### src/design/rcs_defs.svh
`ifndef RCS_DEFS_SVH
`define RCS_DEFS_SVH

// ----------------------------------------
// Register byte offsets
// ----------------------------------------
`define RCS_OFF_POWER 8'h00
`define RCS_OFF_STATUS 8'h04
`define RCS_OFF_CTRL 8'h08
`define RCS_OFF_RESUME 8'h0C
`define RCS_OFF_IRQ_ST 8'h10
`define RCS_OFF_IRQ_MASK 8'h14

// ----------------------------------------
// Field positions
// ----------------------------------------
`define RCS_PS_BROWNOUT 0
`define RCS_PS_POWERON 1
`define RCS_ST_EXPIRED 4
`define RCS_ST_SLEEP 3
`define RCS_CTRL_GIE 0

// ----------------------------------------
// Reset values
// ----------------------------------------
`define RCS_STATUS_RST 8'h18
`define RCS_POWER_RST 2'h0
`define RCS_SYNC_RST 7'h02
`define RCS_VEC_ZERO 13'h0000
`define RCS_VEC_IRQ 13'h0004

// ----------------------------------------
// Timing
// ----------------------------------------
`define RCS_CLK_MHZ 40
`define RCS_LONG_WAIT_US 72000
`define RCS_LONG_WAIT_CYC (`RCS_LONG_WAIT_US * `RCS_CLK_MHZ)
`define RCS_OSC_PERIODS 1024
`define RCS_BOOT_CYC 2'h3

`endif

### src/design/rcs_pkg.sv
package rcs_pkg;

	// Oscillator modes chosen by the two select fuses
	typedef enum logic [1:0] {
		OSC_LOW_POWER = 2'h0,
		OSC_STANDARD = 2'h1,
		OSC_HIGH_SPEED = 2'h2,
		OSC_RES_CAP = 2'h3
	} rcs_osc_t;

	// Reset and wake causes, numbered in priority order
	typedef enum logic [2:0] {
		CAUSE_NONE = 3'h0,
		CAUSE_POWER_ON = 3'h1,
		CAUSE_BROWNOUT = 3'h2,
		CAUSE_EXT_RUN = 3'h3,
		CAUSE_EXT_SLEEP = 3'h4,
		CAUSE_WDT_RESET = 3'h5,
		CAUSE_WDT_WAKE = 3'h6,
		CAUSE_IRQ_WAKE = 3'h7
	} rcs_cause_t;

	// Sequencer states, Gray along boot, long, osc, run
	typedef enum logic [1:0] {
		ST_BOOT = 2'h0,
		ST_LONG = 2'h1,
		ST_OSC = 2'h3,
		ST_RUN = 2'h2
	} rcs_state_t;

	// Which waits a cause needs
	typedef struct packed {
		logic long_wait;
		logic osc_wait;
	} rcs_plan_t;

	// One accepted bus address phase
	typedef struct packed {
		logic valid;
		logic write;
		logic [7:0] addr;
	} rcs_ahb_req_t;

endpackage

### src/design/rcs_timeout.sv
`timescale 1ns/10ps
`default_nettype none

// Down counter: done pulses exactly load cycles after start
module rcs_timeout (
	input wire logic clk,
	input wire logic sys_rst,
	input wire logic start,
	input wire logic [21:0] load,
	output logic busy,
	output logic done
);

	// ----------------------------------------
	// State
	// ----------------------------------------
	logic [21:0] cnt_q; // Remaining cycles minus one
	logic busy_q; // Counting
	logic done_q; // Terminal pulse
	logic [21:0] cnt_d;
	logic busy_d;
	logic done_d;

	// A fresh start always restarts the count
	assign cnt_d = start ? (load - 22'h000001) : (busy_q ? cnt_q - 22'h000001 : cnt_q);
	assign busy_d = start | (busy_q & (cnt_q != 22'h000000));
	assign done_d = ~start & busy_q & (cnt_q == 22'h000000);

	// Counter registers
	always_ff @(posedge clk) begin
		if (sys_rst) begin
			cnt_q <= 22'h000000;
			busy_q <= 1'b0;
			done_q <= 1'b0;
		end else begin
			cnt_q <= cnt_d;
			busy_q <= busy_d;
			done_q <= done_d;
		end
	end

	assign busy = busy_q;
	assign done = done_q;

endmodule

`default_nettype wire

### src/design/rcs_top.sv
// The AHB-Lite register port and the placing of the registers are this design's own decisions.
`timescale 1ns/10ps
`default_nettype none
`include "rcs_defs.svh"

module rcs_top #(
	parameter int unsigned LONG_WAIT_CYC = `RCS_LONG_WAIT_CYC
) (
	input wire logic clk,
	input wire logic sys_rst,
	// AHB-Lite slave
	input wire logic hsel,
	input wire logic [31:0] haddr,
	input wire logic [1:0] htrans,
	input wire logic hwrite,
	input wire logic [2:0] hsize,
	input wire logic [31:0] hwdata,
	input wire logic hready,
	output logic hreadyout,
	output logic hresp,
	output logic [31:0] hrdata,
	// Fuses and reset pins, asynchronous
	input wire logic osc_select_hi,
	input wire logic osc_select_lo,
	input wire logic brownout_detect_enable,
	input wire logic powerup_timer_enable_n,
	input wire logic brownout_detect,
	input wire logic external_reset_pin_n,
	input wire logic watchdog_timer_expired,
	// Core side, same clock
	input wire logic cpu_sleep,
	input wire logic irq_wake_req,
	input wire logic [12:0] cpu_pc,
	output logic core_hold,
	output logic core_resume,
	output logic [12:0] resume_pc,
	output logic [7:0] cpu_status,
	output logic irq
);

	// ----------------------------------------
	// Pin synchronisers
	// ----------------------------------------
	logic [6:0] sync1_q; // First stage, read only by sync2_q
	logic [6:0] sync2_q; // Stable copies
	logic [2:0] prev_q; // Previous event levels for edges
	logic [6:0] pins_w;

	assign pins_w = {powerup_timer_enable_n, brownout_detect_enable,
		osc_select_hi, osc_select_lo, watchdog_timer_expired,
		external_reset_pin_n, brownout_detect};

	// Two stages before any logic looks at a pin
	always_ff @(posedge clk) begin
		if (sys_rst) begin
			sync1_q <= `RCS_SYNC_RST;
			sync2_q <= `RCS_SYNC_RST;
			prev_q <= 3'h2;
		end else begin
			sync1_q <= pins_w;
			sync2_q <= sync1_q;
			prev_q <= sync2_q[2:0];
		end
	end

	// Fuse fields
	logic powerup_timer_enable_n_n_w;
	logic brownout_detect_enable_w;
	rcs_pkg::rcs_osc_t osc_mode_w;

	assign powerup_timer_enable_n_n_w = sync2_q[6];
	assign brownout_detect_enable_w = sync2_q[5];
	assign osc_mode_w = rcs_pkg::rcs_osc_t'(sync2_q[4:3]);

	// Edge events
	logic bor_evt_w;
	logic ext_evt_w;
	logic wdt_evt_w;

	// Brown-out only counts while detection is fused on
	assign bor_evt_w = sync2_q[0] & ~prev_q[0] & brownout_detect_enable_w;
	assign ext_evt_w = ~sync2_q[1] & prev_q[1];
	assign wdt_evt_w = sync2_q[2] & ~prev_q[2];

	// ----------------------------------------
	// Sequencer state and cause
	// ----------------------------------------
	rcs_pkg::rcs_state_t state_q; // Sequencer state
	rcs_pkg::rcs_state_t state_d;
	logic [1:0] boot_cnt_q; // Lets fuse synchronisers fill
	rcs_pkg::rcs_plan_t plan_q; // Waits still owed
	logic boot_fire_w;
	logic asleep_w;
	rcs_pkg::rcs_cause_t cause_w;
	rcs_pkg::rcs_plan_t plan_w;

	// Power-on is raised once fuses are valid after release
	assign boot_fire_w = (state_q == rcs_pkg::ST_BOOT) && (boot_cnt_q == `RCS_BOOT_CYC);
	// Sleep is only meaningful while the core runs
	assign asleep_w = cpu_sleep & (state_q == rcs_pkg::ST_RUN);

	// Cause priority: power-on, brown-out, pin, watchdog, irq
	assign cause_w = boot_fire_w ? rcs_pkg::CAUSE_POWER_ON :
		bor_evt_w ? rcs_pkg::CAUSE_BROWNOUT :
		ext_evt_w ? (asleep_w ? rcs_pkg::CAUSE_EXT_SLEEP : rcs_pkg::CAUSE_EXT_RUN) :
		wdt_evt_w ? (asleep_w ? rcs_pkg::CAUSE_WDT_WAKE : rcs_pkg::CAUSE_WDT_RESET) :
		(asleep_w & irq_wake_req) ? rcs_pkg::CAUSE_IRQ_WAKE : rcs_pkg::CAUSE_NONE;

	// Waits needed for a cause in a mode
	function automatic rcs_pkg::rcs_plan_t timeout_plan(
		input rcs_pkg::rcs_osc_t mode,
		input rcs_pkg::rcs_cause_t cause,
		input logic ptmr_n
	);
		logic crystal;
		logic pwr;
		logic brown;
		logic wake;
		rcs_pkg::rcs_plan_t p;
		crystal = (mode != rcs_pkg::OSC_RES_CAP);
		pwr = (cause == rcs_pkg::CAUSE_POWER_ON);
		brown = (cause == rcs_pkg::CAUSE_BROWNOUT);
		wake = (cause == rcs_pkg::CAUSE_WDT_WAKE) || (cause == rcs_pkg::CAUSE_IRQ_WAKE);
		p.long_wait = (pwr & ~ptmr_n) | brown;
		p.osc_wait = crystal & (pwr | brown | wake);
		return p;
	endfunction

	// wait selection per mode and cause
	assign plan_w = timeout_plan(osc_mode_w, cause_w, powerup_timer_enable_n_n_w);

	// ----------------------------------------
	// Time-out counter
	// ----------------------------------------
	logic evt_w;
	logic tmr_start_w;
	logic [21:0] tmr_load_w;
	logic tmr_done_w;
	logic go_long_w;
	logic go_osc_w;
	logic finish_w;

	assign evt_w = (cause_w != rcs_pkg::CAUSE_NONE);
	assign go_long_w = evt_w & plan_w.long_wait;
	// Osc wait follows the long wait or starts on its own
	assign go_osc_w = (evt_w & ~plan_w.long_wait & plan_w.osc_wait) |
		(~evt_w & (state_q == rcs_pkg::ST_LONG) & tmr_done_w & plan_q.osc_wait);
	assign tmr_start_w = go_long_w | go_osc_w;
	// long wait is fixed time, osc wait is clock count
	assign tmr_load_w = go_long_w ? LONG_WAIT_CYC[21:0] : 22'(`RCS_OSC_PERIODS);
	// release only once the last wait is done
	assign finish_w = ~evt_w & tmr_done_w & ~go_osc_w &
		((state_q == rcs_pkg::ST_LONG) || (state_q == rcs_pkg::ST_OSC));

	rcs_timeout u_timeout (
		.clk(clk),
		.sys_rst(sys_rst),
		.start(tmr_start_w),
		.load(tmr_load_w),
		.busy(),
		.done(tmr_done_w)
	);

	// Next state; a new cause always restarts the sequence
	assign state_d = go_long_w ? rcs_pkg::ST_LONG :
		go_osc_w ? rcs_pkg::ST_OSC :
		(evt_w | finish_w) ? rcs_pkg::ST_RUN : state_q;

	// Sequencer registers
	always_ff @(posedge clk) begin
		if (sys_rst) begin
			state_q <= rcs_pkg::ST_BOOT;
			boot_cnt_q <= 2'h0;
			plan_q <= '0;
		end else begin
			state_q <= state_d;
			boot_cnt_q <= boot_cnt_q + ((state_q == rcs_pkg::ST_BOOT) ? 2'h1 : 2'h0);
			if (evt_w) begin
				plan_q <= plan_w;
			end
		end
	end

	// ----------------------------------------
	// Bus slave
	// ----------------------------------------
	rcs_pkg::rcs_ahb_req_t ap_w; // Address phase this cycle
	rcs_pkg::rcs_ahb_req_t dp_q; // Pending data phase
	logic hreadyout_q;
	logic hresp_q;
	logic [31:0] hrdata_q;
	logic [31:0] rdata_w; // Read mux result, built further down

	assign ap_w.valid = hsel & htrans[1] & hready;
	assign ap_w.write = hwrite;
	assign ap_w.addr = haddr[7:0];

	// One-hot register select; unmapped gives zero
	function automatic logic [5:0] reg_sel(input logic [7:0] a);
		case (a)
			`RCS_OFF_POWER: reg_sel = 6'h01;
			`RCS_OFF_STATUS: reg_sel = 6'h02;
			`RCS_OFF_CTRL: reg_sel = 6'h04;
			`RCS_OFF_RESUME: reg_sel = 6'h08;
			`RCS_OFF_IRQ_ST: reg_sel = 6'h10;
			`RCS_OFF_IRQ_MASK: reg_sel = 6'h20;
			default: reg_sel = 6'h00;
		endcase
	endfunction

	logic [5:0] wsel_w;
	logic [5:0] rsel_w;
	logic wr_w;

	assign wr_w = dp_q.valid & dp_q.write;
	assign wsel_w = wr_w ? reg_sel(dp_q.addr) : 6'h00;
	assign rsel_w = reg_sel(dp_q.addr);

	// Reads take one wait state so a write just before is seen
	always_ff @(posedge clk) begin
		if (sys_rst) begin
			dp_q <= '0;
			hreadyout_q <= 1'b1;
			hresp_q <= 1'b0;
			hrdata_q <= 32'h00000000;
		end else begin
			dp_q <= ap_w;
			hreadyout_q <= ~(ap_w.valid & ~ap_w.write);
			if (dp_q.valid & ~dp_q.write) begin
				hrdata_q <= rdata_w;
			end
		end
	end

	// ----------------------------------------
	// Software visible registers
	// ----------------------------------------
	logic [1:0] power_q; // Power status flags
	logic [1:0] power_d;
	logic [7:0] status_q; // Core status byte
	logic [7:0] status_d;
	logic gie_q; // Global interrupt enable copy
	logic [12:0] rpc_q; // Resume address
	logic [12:0] rpc_d;
	logic resume_q; // Release pulse
	logic resume_d;
	logic hold_q; // Core held
	logic hold_d;
	logic [5:0] irq_st_q; // Sticky events
	logic [5:0] irq_st_d;
	logic [5:0] irq_mask_q; // Event mask
	logic irq_q;

	// Status byte after a cause; u bits keep old value
	function automatic logic [7:0] status_after(
		input rcs_pkg::rcs_cause_t c,
		input logic [7:0] s
	);
		logic [7:0] r;
		r = s;
		case (c)
			// power-on sets expired and sleep flags
			rcs_pkg::CAUSE_POWER_ON: r = `RCS_STATUS_RST;
			// brown-out, watchdog reset and watchdog wake
			rcs_pkg::CAUSE_BROWNOUT: r = {3'h0, 2'h3, s[2:0]};
			rcs_pkg::CAUSE_WDT_RESET: r = {3'h0, 2'h1, s[2:0]};
			rcs_pkg::CAUSE_WDT_WAKE: r = {s[7:5], 2'h0, s[2:0]};
			// pin reset in sleep and irq wake
			rcs_pkg::CAUSE_EXT_SLEEP: r = {3'h0, 2'h2, s[2:0]};
			rcs_pkg::CAUSE_IRQ_WAKE: r = {s[7:5], 2'h2, s[2:0]};
			// pin reset while running clears upper bits
			rcs_pkg::CAUSE_EXT_RUN: r = {3'h0, s[4:0]};
			default: r = s;
		endcase
		return r;
	endfunction

	// Hardware cause wins over a software write in the same cycle
	assign status_d = evt_w ? status_after(cause_w, status_q) :
		wsel_w[1] ? {hwdata[7:5], status_q[4:3], hwdata[2:0]} : status_q;

	// power-on loads brown-out flag from detect enable
	// power-on clears its own flag, software sets it
	// brown-out clears its flag, software sets it
	assign power_d = (cause_w == rcs_pkg::CAUSE_POWER_ON) ? {1'b0, brownout_detect_enable_w} :
		(cause_w == rcs_pkg::CAUSE_BROWNOUT) ? {power_q[1], 1'b0} :
		wsel_w[0] ? hwdata[1:0] : power_q;

	// resets restart at zero, wakes at next address
	// irq wake with interrupts on goes to the vector
	assign rpc_d = (cause_w == rcs_pkg::CAUSE_IRQ_WAKE) ?
		(gie_q ? `RCS_VEC_IRQ : cpu_pc + 13'h0001) :
		(cause_w == rcs_pkg::CAUSE_WDT_WAKE) ? cpu_pc + 13'h0001 :
		evt_w ? `RCS_VEC_ZERO : rpc_q;

	// hold rises for every cause, even one with no wait
	assign hold_d = (state_d != rcs_pkg::ST_RUN) | (evt_w & ~tmr_start_w);
	// Release pulse marks the edge at which hold drops, so the two never disagree
	assign resume_d = hold_q & ~hold_d;

	// Event sources for sticky bits
	logic [5:0] irq_set_w;

	assign irq_set_w = {
		resume_d,
		(cause_w == rcs_pkg::CAUSE_WDT_WAKE) || (cause_w == rcs_pkg::CAUSE_IRQ_WAKE),
		cause_w == rcs_pkg::CAUSE_WDT_RESET,
		(cause_w == rcs_pkg::CAUSE_EXT_RUN) || (cause_w == rcs_pkg::CAUSE_EXT_SLEEP),
		cause_w == rcs_pkg::CAUSE_BROWNOUT,
		cause_w == rcs_pkg::CAUSE_POWER_ON
	};

	// Write one to clear; a set in the same cycle wins
	genvar gi;
	generate
		for (gi = 0; gi < 6; gi++) begin : g_sticky
			assign irq_st_d[gi] = irq_set_w[gi] |
				(irq_st_q[gi] & ~(wsel_w[4] & hwdata[gi]));
		end
	endgenerate

	// Register file
	always_ff @(posedge clk) begin
		if (sys_rst) begin
			power_q <= `RCS_POWER_RST;
			status_q <= `RCS_STATUS_RST;
			gie_q <= 1'b0;
			irq_st_q <= 6'h00;
			irq_mask_q <= 6'h00;
		end else begin
			power_q <= power_d;
			status_q <= status_d;
			irq_st_q <= irq_st_d;
			if (wsel_w[2]) begin
				gie_q <= hwdata[`RCS_CTRL_GIE];
			end
			if (wsel_w[5]) begin
				irq_mask_q <= hwdata[5:0];
			end
		end
	end

	// core held from reset until the wait ends
	always_ff @(posedge clk) begin
		if (sys_rst) begin
			rpc_q <= `RCS_VEC_ZERO;
			hold_q <= 1'b1;
			resume_q <= 1'b0;
			irq_q <= 1'b0;
		end else begin
			rpc_q <= rpc_d;
			hold_q <= hold_d;
			resume_q <= resume_d;
			irq_q <= |(irq_st_d & irq_mask_q);
		end
	end

	// ----------------------------------------
	// Read mux
	// ----------------------------------------
	// flags sit in the two low bits
	assign rdata_w = rsel_w[0] ? {30'h0, power_q} :
		rsel_w[1] ? {24'h0, status_q} :
		rsel_w[2] ? {24'h0, powerup_timer_enable_n_n_w, brownout_detect_enable_w, sync2_q[4:3], 3'h0, gie_q} :
		rsel_w[3] ? {14'h0, state_q, 3'h0, rpc_q} :
		rsel_w[4] ? {26'h0, irq_st_q} :
		rsel_w[5] ? {26'h0, irq_mask_q} : 32'h00000000;

	// ----------------------------------------
	// Outputs
	// ----------------------------------------
	assign hreadyout = hreadyout_q;
	assign hresp = hresp_q;
	assign hrdata = hrdata_q;
	assign core_hold = hold_q;
	assign core_resume = resume_q;
	assign resume_pc = rpc_q;
	assign cpu_status = status_q;
	assign irq = irq_q;

endmodule

`default_nettype wire

### config.mk
export PLATFORM = sky130hd
export DESIGN_NAME = rcs_top
export DESIGN_NICKNAME = d
export VERILOG_FILES = /design/src/design/rcs_pkg.sv /design/src/design/rcs_timeout.sv /design/src/design/rcs_top.sv
export VERILOG_INCLUDE_DIRS = /design/src /design/src/design
export SDC_FILE = /design/constraint.sdc
export NUM_CORES = 1
export LEC_CHECK = 0
export BUFFER_PORTS_ARGS = -buffer_cell sky130_fd_sc_hd__buf_2
export CAP_MARGIN = 20
export CORE_ASPECT_RATIO = 1.5
export CORE_UTILIZATION = 30
export CTS_BUF_LIST = sky130_fd_sc_hd__clkbuf_8
export CTS_CLUSTER_DIAMETER = 100
export DETAILED_ROUTE_END_ITERATION = 8
export GPL_TIMING_DRIVEN = 0
export PLACE_DENSITY_LB_ADDON = 0.25
export SLEW_MARGIN = 30
export SYNTH_ARGS = -nofsm -noshare
export SYNTH_HDL_FRONTEND = slang
export SYNTH_SLANG_ARGS = --single-unit
### constraint.sdc
create_clock -name clk -period 8.65 [get_ports clk]
set_input_delay 0.4325 -clock clk [delete_from_list [all_inputs] [get_ports clk]]
set_output_delay 0.4325 -clock clk [all_outputs]
set_load 0.02 [all_outputs]
==> impl_metrics.json, run 1 <==
{
  "wirelength_um": 16200,
  "post_cts_resized": 0,
  "crit_type": "reg2reg",
  "cts_tree": "yes",
  "antenna_found_initial": 0,
  "period_share_pct": 54.3,
  "cts_sinks": 111,
  "final_common_cell": "dfxtp_1",
  "post_cts_buffers": 0,
  "layout_common_cells": "dfxtp_1 (111), buf_2 (90), nor2_1 (50), a21oi_1 (50), nand2_1 (47)",
  "synth_top_area_share_pct": 42.6,
  "yosys_register_bits": 111,
  "synth_cell_type_count": 79,
  "numCtsBuffers": 9,
  "core_area_um2": 16900,
  "synth_cells": 598,
  "status": "complete, no violations",
  "setup_viol_count_final": 0,
  "critPathMaxFanout": 10,
  "regArea_um2": 2220,
  "die-area_um2": 17900,
  "clock_skew_ns": 0.00984,
  "die_width_um": 110,
  "syn_to_final_growth_pct": 17.6,
  "postLayoutCoreUtil_pct": 36.3,
  "first_global_vias": 4513,
  "num-fill-cells": 1852,
  "maxSlewViolCount": 0,
  "avgRoutedWirePerCell_um": 17.6,
  "worst_slew_pin_slew_ns": 0.821,
  "drtIter0Drc": 273,
  "nets": 811,
  "worst_ep_arrival_time_ns": 5.00,
  "grt_max_degree": 19,
  "p_per_area_nw_per_um2": 220,
  "multi_input_area_um2": 2730,
  "yosys_warnings": 0,
  "initial_core_util_pct": 30.8,
  "io_pins": 154,
  "cp.required_ns": 8.96,
  "irDropWorstVdd_mv": 0.0850,
  "hold_class": "in2reg",
  "dr.pass1.iters": 5,
  "post-route-min-period_ns": 4.70,
  "grtUsageTotal_pct": 18.6,
  "synthFlopType": "dfxtp_1",
  "clockRootBuffer": "clkbuf_8",
  "fmaxAchievable_ghz": 0.213,
  "synth_area_leader_cell": "dfxtp_1",
  "clk_latency_ns": 0.37,
  "row_count": 58,
  "synth.area.top_cells": "dfxtp_1 (43%), a21oi_1 (4.8%), nor2_1 (3.6%)",
  "end_kind": "flop",
  "seq_area_frac_synth_pct": 42.6,
  "grt_pass1_wl_um": 24700,
  "finalHoldViolCount": 0,
  "rsz0062_at_grt": "no",
  "synth_area_um2": 5220,
  "hpwl_um": 12600,
  "drt-vias-per-instance": 5.08,
  "drcViolationCount": 0,
  "rr_worst_depth": 21,
  "max_slew_margin_pct": 45.3,
  "holdBufCountCts": 0,
  "synthArstFlopShare_pct": 0,
  "maxCapViolCount": 0,
  "clk_pin_slew_ns": 0.11,
  "vias": 4692,
  "cts_max_level": 3,
  "holdPathStages": 2,
  "cp-start-kind": "flop",
  "cts_max_path_buffers": 2,
  "fin_tns_setup_ns": 0,
  "gp_congestion": 0.906,
  "rrSetupSlack_ns": 3.95,
  "p_leak_nw": 2.55,
  "die_h_um": 163,
  "port_buffers": 82,
  "antenna-diode-count": 0,
  "synth_edf_count": 0,
  "syn-mean-instance-area_um2": 8.72,
  "grt.overflow.total": 0,
  "drive_above_1_share_pct": 21.5,
  "antenna_left": 0
}
[layout make-up]
class                   count  share of cell area, %
plain buffers              50                   4.39
flip-flops and latches    111                   36.2
well taps                 210                   4.28
multi-input cells         439                   44.5
clock buffers              10                   2.24
clock inverters             6                  0.734
inverters                  15                  0.918
repair buffers             82                   6.69
[cells in the mapped netlist (all sizes together), types with 3 or more instances]
| master | n |
|---|---|
| dfxtp | 111 |
| a31o | 5 |
| a32oi | 3 |
| nor3 | 9 |
| nor2 | 51 |
| o21a | 3 |
| or3 | 5 |
| a22o | 5 |
| a222oi | 3 |
| buf | 29 |
| nand3 | 26 |
| mux2 | 3 |
| o211a | 3 |
| ha | 7 |
| clkbuf | 21 |
| and3 | 7 |
| xor2 | 13 |
| a22oi | 24 |
| or2 | 3 |
| a21oi | 51 |
| a211oi | 6 |
| nand3b | 3 |
| nand4 | 5 |
| nor3b | 3 |
| and4 | 4 |
| a31oi | 4 |
| and2 | 4 |
| nand2 | 48 |
| nor2b | 29 |
| o21ai | 27 |
| o22ai | 4 |
| mux2i | 4 |
| inv | 15 |
| xnor2 | 12 |
| nor4 | 6 |
| nand2b | 7 |
[per-layer routing]
layer | global-route usage [%] | wire (µm)
met5 | 0 | 0
met4 | 10.8 | 786
met3 | 2.27 | 661
met2 | 33.9 | 8560
met1 | 20.3 | 6240
[per-stage QoR]
step | cells | instance area [µm²] | hold WS [ns] | setup slack, ns | power (mW)
final | 923 | 6130 | 0.242 | 3.95 | 1.35
after global routing | 923 | 6130 | 0.227 | 3.57 | 1.44
after CTS | 923 | 6130 | 0.228 | 3.98 | 1.35
after detailed placement | 907 | 5950 | 0.398 | 3.99 | 1.06
after global placement | 907 | 5950 | 0.399 | 3.97 | 1.06
after floorplan | 615 | 5280 | 0.389 | 4.81 | 0.942
[final timing paths]
kind                                                    endpoint             startpoint
worst max-delay path            u_timeout.cnt_q[18]$_SDFFE_PP0P_  state_q[0]$_SDFF_PP0_
worst min-delay path                       sync1_q[1]$_SDFF_PP1_   external_reset_pin_n
worst max register to register  u_timeout.cnt_q[18]$_SDFFE_PP0P_  state_q[0]$_SDFF_PP0_
worst min register to register             sync2_q[1]$_SDFF_PP1_  sync1_q[1]$_SDFF_PP1_
[where the power goes]
group / switching (mW) / internal (mW) / total [mW]
sequential: 0.0561 / 0.573 / 0.629
clock: 0.182 / 0.114 / 0.296
combinational: 0.251 / 0.172 / 0.423
total: 0.489 / 0.859 / 1.35
[state kept, by name, summed over array words and instances, names as in the netlist, 2 cells and up]
name	flops
u_timeout.cnt_q	22
hrdata	15
resume_pc	13
dp_q	10
cpu_status	8
sync1_q	7
sync2_q	7
irq_mask_q	6
irq_st_q	6
prev_q	3
boot_cnt_q	2
power_q	2
state_q	2
[cell families (layout without fill, tap and decap cells)]
family | count (synthesis) | in the layout | share of synthesized area, %
AOI/OAI and AO/OA | 162 | 162 | 20.9
other | 1 | 18 | 0.0719
DFF | 111 | 111 | 42.6
xor gates and xnor gates | 25 | 25 | 4.20
and+or+nand+nor | 220 | 220 | 22.9
adders and majority gates | 7 | 7 | 1.68
muxes | 7 | 7 | 1.42
buffers and inverters | 65 | 163 | 6.24
[worst max-delay path: stages (launching register included)]
cell	delay, ns
dfxtp_1	0.31
buf_2	0.21
and3b_1	0.20
buf_2	0.15
o21a_1	0.11
nor2_1	0.08
a21oi_1	0.04
o21ai_0	0.31
inv_1	0.12
ha_1	0.25
nand4bb_1	0.20
a2bb2oi_1	0.19
and2_1	0.19
o22a_1	0.33
buf_4	0.24
nand2_1	0.08
ha_1	0.13
buf_1	0.34
nand4_1	0.36
a211oi_1	0.45
o2111ai_1	0.17
a21oi_1	0.17
Note: power is estimated with default switching activity, not from simulation.
==> run 2, diff against run 1 <==
ABC_AREA = 1   (was default)
clock period = 4.4 ns   (was 8.65 ns; I/O delays follow)
==> impl_metrics.json, run 2 <==
{
  "cp-start-kind": "flop",
  "syn_to_final_growth_pct": 17.3,
  "grt.overflow.total": 0,
  "synthFlopType": "dfxtp_1",
  "grt_pass1_wl_um": 26800,
  "drive_above_1_share_pct": 18.2,
  "finalHoldViolCount": 0,
  "cts_sinks": 111,
  "dr.pass1.iters": 5,
  "irDropWorstVdd_mv": 0.156,
  "synth_cell_type_count": 57,
  "status": "complete, no violations",
  "rsz0062_at_grt": "no",
  "vias": 5464,
  "port_buffers": 82,
  "worst_slew_pin_slew_ns": 0.898,
  "post_cts_resized": 0,
  "avgRoutedWirePerCell_um": 14.7,
  "period_share_pct": 85.3,
  "yosys_warnings": 0,
  "critPathMaxFanout": 10,
  "cts_max_level": 3,
  "max_slew_margin_pct": 39.6,
  "io_pins": 154,
  "p_per_area_nw_per_um2": 521,
  "antenna_found_initial": 0,
  "synth_edf_count": 0,
  "core_area_um2": 18500,
  "yosys_register_bits": 111,
  "seq_area_frac_synth_pct": 39.2,
  "drt-vias-per-instance": 4.68,
  "largest_reg_flops": 22,
  "die_h_um": 170,
  "hold_ws_ns": 0.0197,
  "antenna_left": 0,
  "initial_core_util_pct": 30.6,
  "holdBufCountCts": 0,
  "cts_max_path_buffers": 2,
  "report.power.total_mw": 3.46,
  "first_global_vias": 5139,
  "p_leak_nw": 3.18,
  "hold_class": "in2reg",
  "drcViolationCount": 0,
  "nets": 1014,
  "clock_skew_ns": 0.0130,
  "maxSlewViolCount": 0,
  "grtUsageTotal_pct": 18.2,
  "fin_tns_setup_ns": 0,
  "fmaxAchievable_ghz": 0.266,
  "num-fill-cells": 2051,
  "clk_pin_slew_ns": 0.12,
  "synth_area_um2": 5670,
  "worst_ep_arrival_time_ns": 4.05,
  "clk_latency_ns": 0.39,
  "synth_commonest_cells": "nand2_1 (155), inv_1 (121), dfxtp_1 (111)",
  "setup_viol_count_final": 0,
  "end_kind": "flop",
  "final_common_cell": "nand2_1",
  "synth_area_leader_cell": "dfxtp_1",
  "clockRootBuffer": "clkbuf_8",
  "cts_tree": "yes",
  "crit_type": "reg2reg",
  "synth_cells": 801,
  "syn-mean-instance-area_um2": 7.08,
  "drtIter0Drc": 365,
  "antenna-diode-count": 0,
  "row_count": 61,
  "maxCapViolCount": 0,
  "numCtsBuffers": 9,
  "cp.required_ns": 4.70,
  "grt_max_degree": 20,
  "post-route-min-period_ns": 3.75,
  "synthArstFlopShare_pct": 0,
  "wirelength_um": 17200,
  "yosysMostFrequentCell": "nand2_1",
  "synth.area.top_cells": "dfxtp_1 (39%), nand2_1 (10%), inv_1 (8.0%)",
  "gp_congestion": 0.929,
  "post_cts_buffers": 0,
  "die-area_um2": 19500,
  "hpwl_um": 13400,
  "die_width_um": 114,
  "layout_common_cells": "nand2_1 (155), inv_1 (121), dfxtp_1 (111)",
  "synth_top_area_share_pct": 39.2,
  "largest-register": "u_timeout.cnt_q"
}
[run 2: worst paths after layout]
kind	start	cells after the start	slack (ns)	end
min reg2reg	sync1_q[3]$_SDFF_PP0_	2	0.41	sync2_q[3]$_SDFF_PP0_
max reg2reg	state_q[1]$_SDFF_PP0_	20	0.65	u_timeout.cnt_q[20]$_SDFFE_PP0P_
min	external_reset_pin_n	2	0.02	sync1_q[1]$_SDFF_PP1_
max	state_q[1]$_SDFF_PP0_	20	0.65	u_timeout.cnt_q[20]$_SDFFE_PP0P_
[run 2: area by class of cell]
cell class | count | area (µm²) | share of cell area [%]
Clock buffer | 10 | 138 | 2.07
Inverter | 128 | 483 | 7.26
Clock inverter | 6 | 56.3 | 0.846
Tap cell | 252 | 315 | 4.74
Sequential cell | 111 | 2220 | 33.4
Buffer | 40 | 255 | 3.84
Timing Repair Buffer | 82 | 410 | 6.17
Multi-Input combinational cell | 539 | 2770 | 41.7
[run 2: through the flow]
stage	std cells	utilization, %	worst slack (ns)	instance area [µm²]
floorplan	818	-	1.38	5730
global placement	1152	34.8	0.665	6460
detailed placement	1152	34.8	0.651	6460
CTS	1168	35.9	0.633	6650
global route	1168	35.9	0.261	6650
finish	1168	35.9	0.645	6650
[run 2: worst max-delay path: stages (launching register included)]
cell     delay, ns
dfxtp_1       0.54
nand3_2       0.19
a211o_1       0.26
a21oi_1       0.29
ha_1          0.34
or2_2         0.15
nand4_1       0.25
nand2_1       0.15
nand2_1       0.08
nor2_1        0.12
nor3_2        0.06
buf_4         0.17
nand2_1       0.10
ha_1          0.21
nand2_2       0.08
nor2_4        0.12
nand3_1       0.13
nor2_1        0.21
nand3_1       0.10
nand2_1       0.06
nor2_1        0.04
[run 2: metal layers]
layer	wire, µm	track usage, %	vias to the layer above
met5	0	0	-
met4	762	9.60	0
met3	638	2.81	42
met2	9110	34.3	156
met1	6690	19.2	2495
li1	-	-	2771
[run 2: logic make-up (layout without fill, tap and decap cells)]
logic type	count (synthesis)	after routing	share of synthesized area, %
DFF	111	111	39.2
buffers and inverters	168	266	13.0
AOI/OAI and AO/OA	146	146	15.6
adders and majority gates	7	7	1.54
other	1	18	0.0661
xor gates and xnor gates	8	8	1.24
and+or+nand+nor	360	360	29.3
[run 2: report_power, final]
group	internal (mW)	switching, mW
logic	0.524	1.04
clock network	0.231	0.382
registers	1.16	0.129
total	1.91	1.55
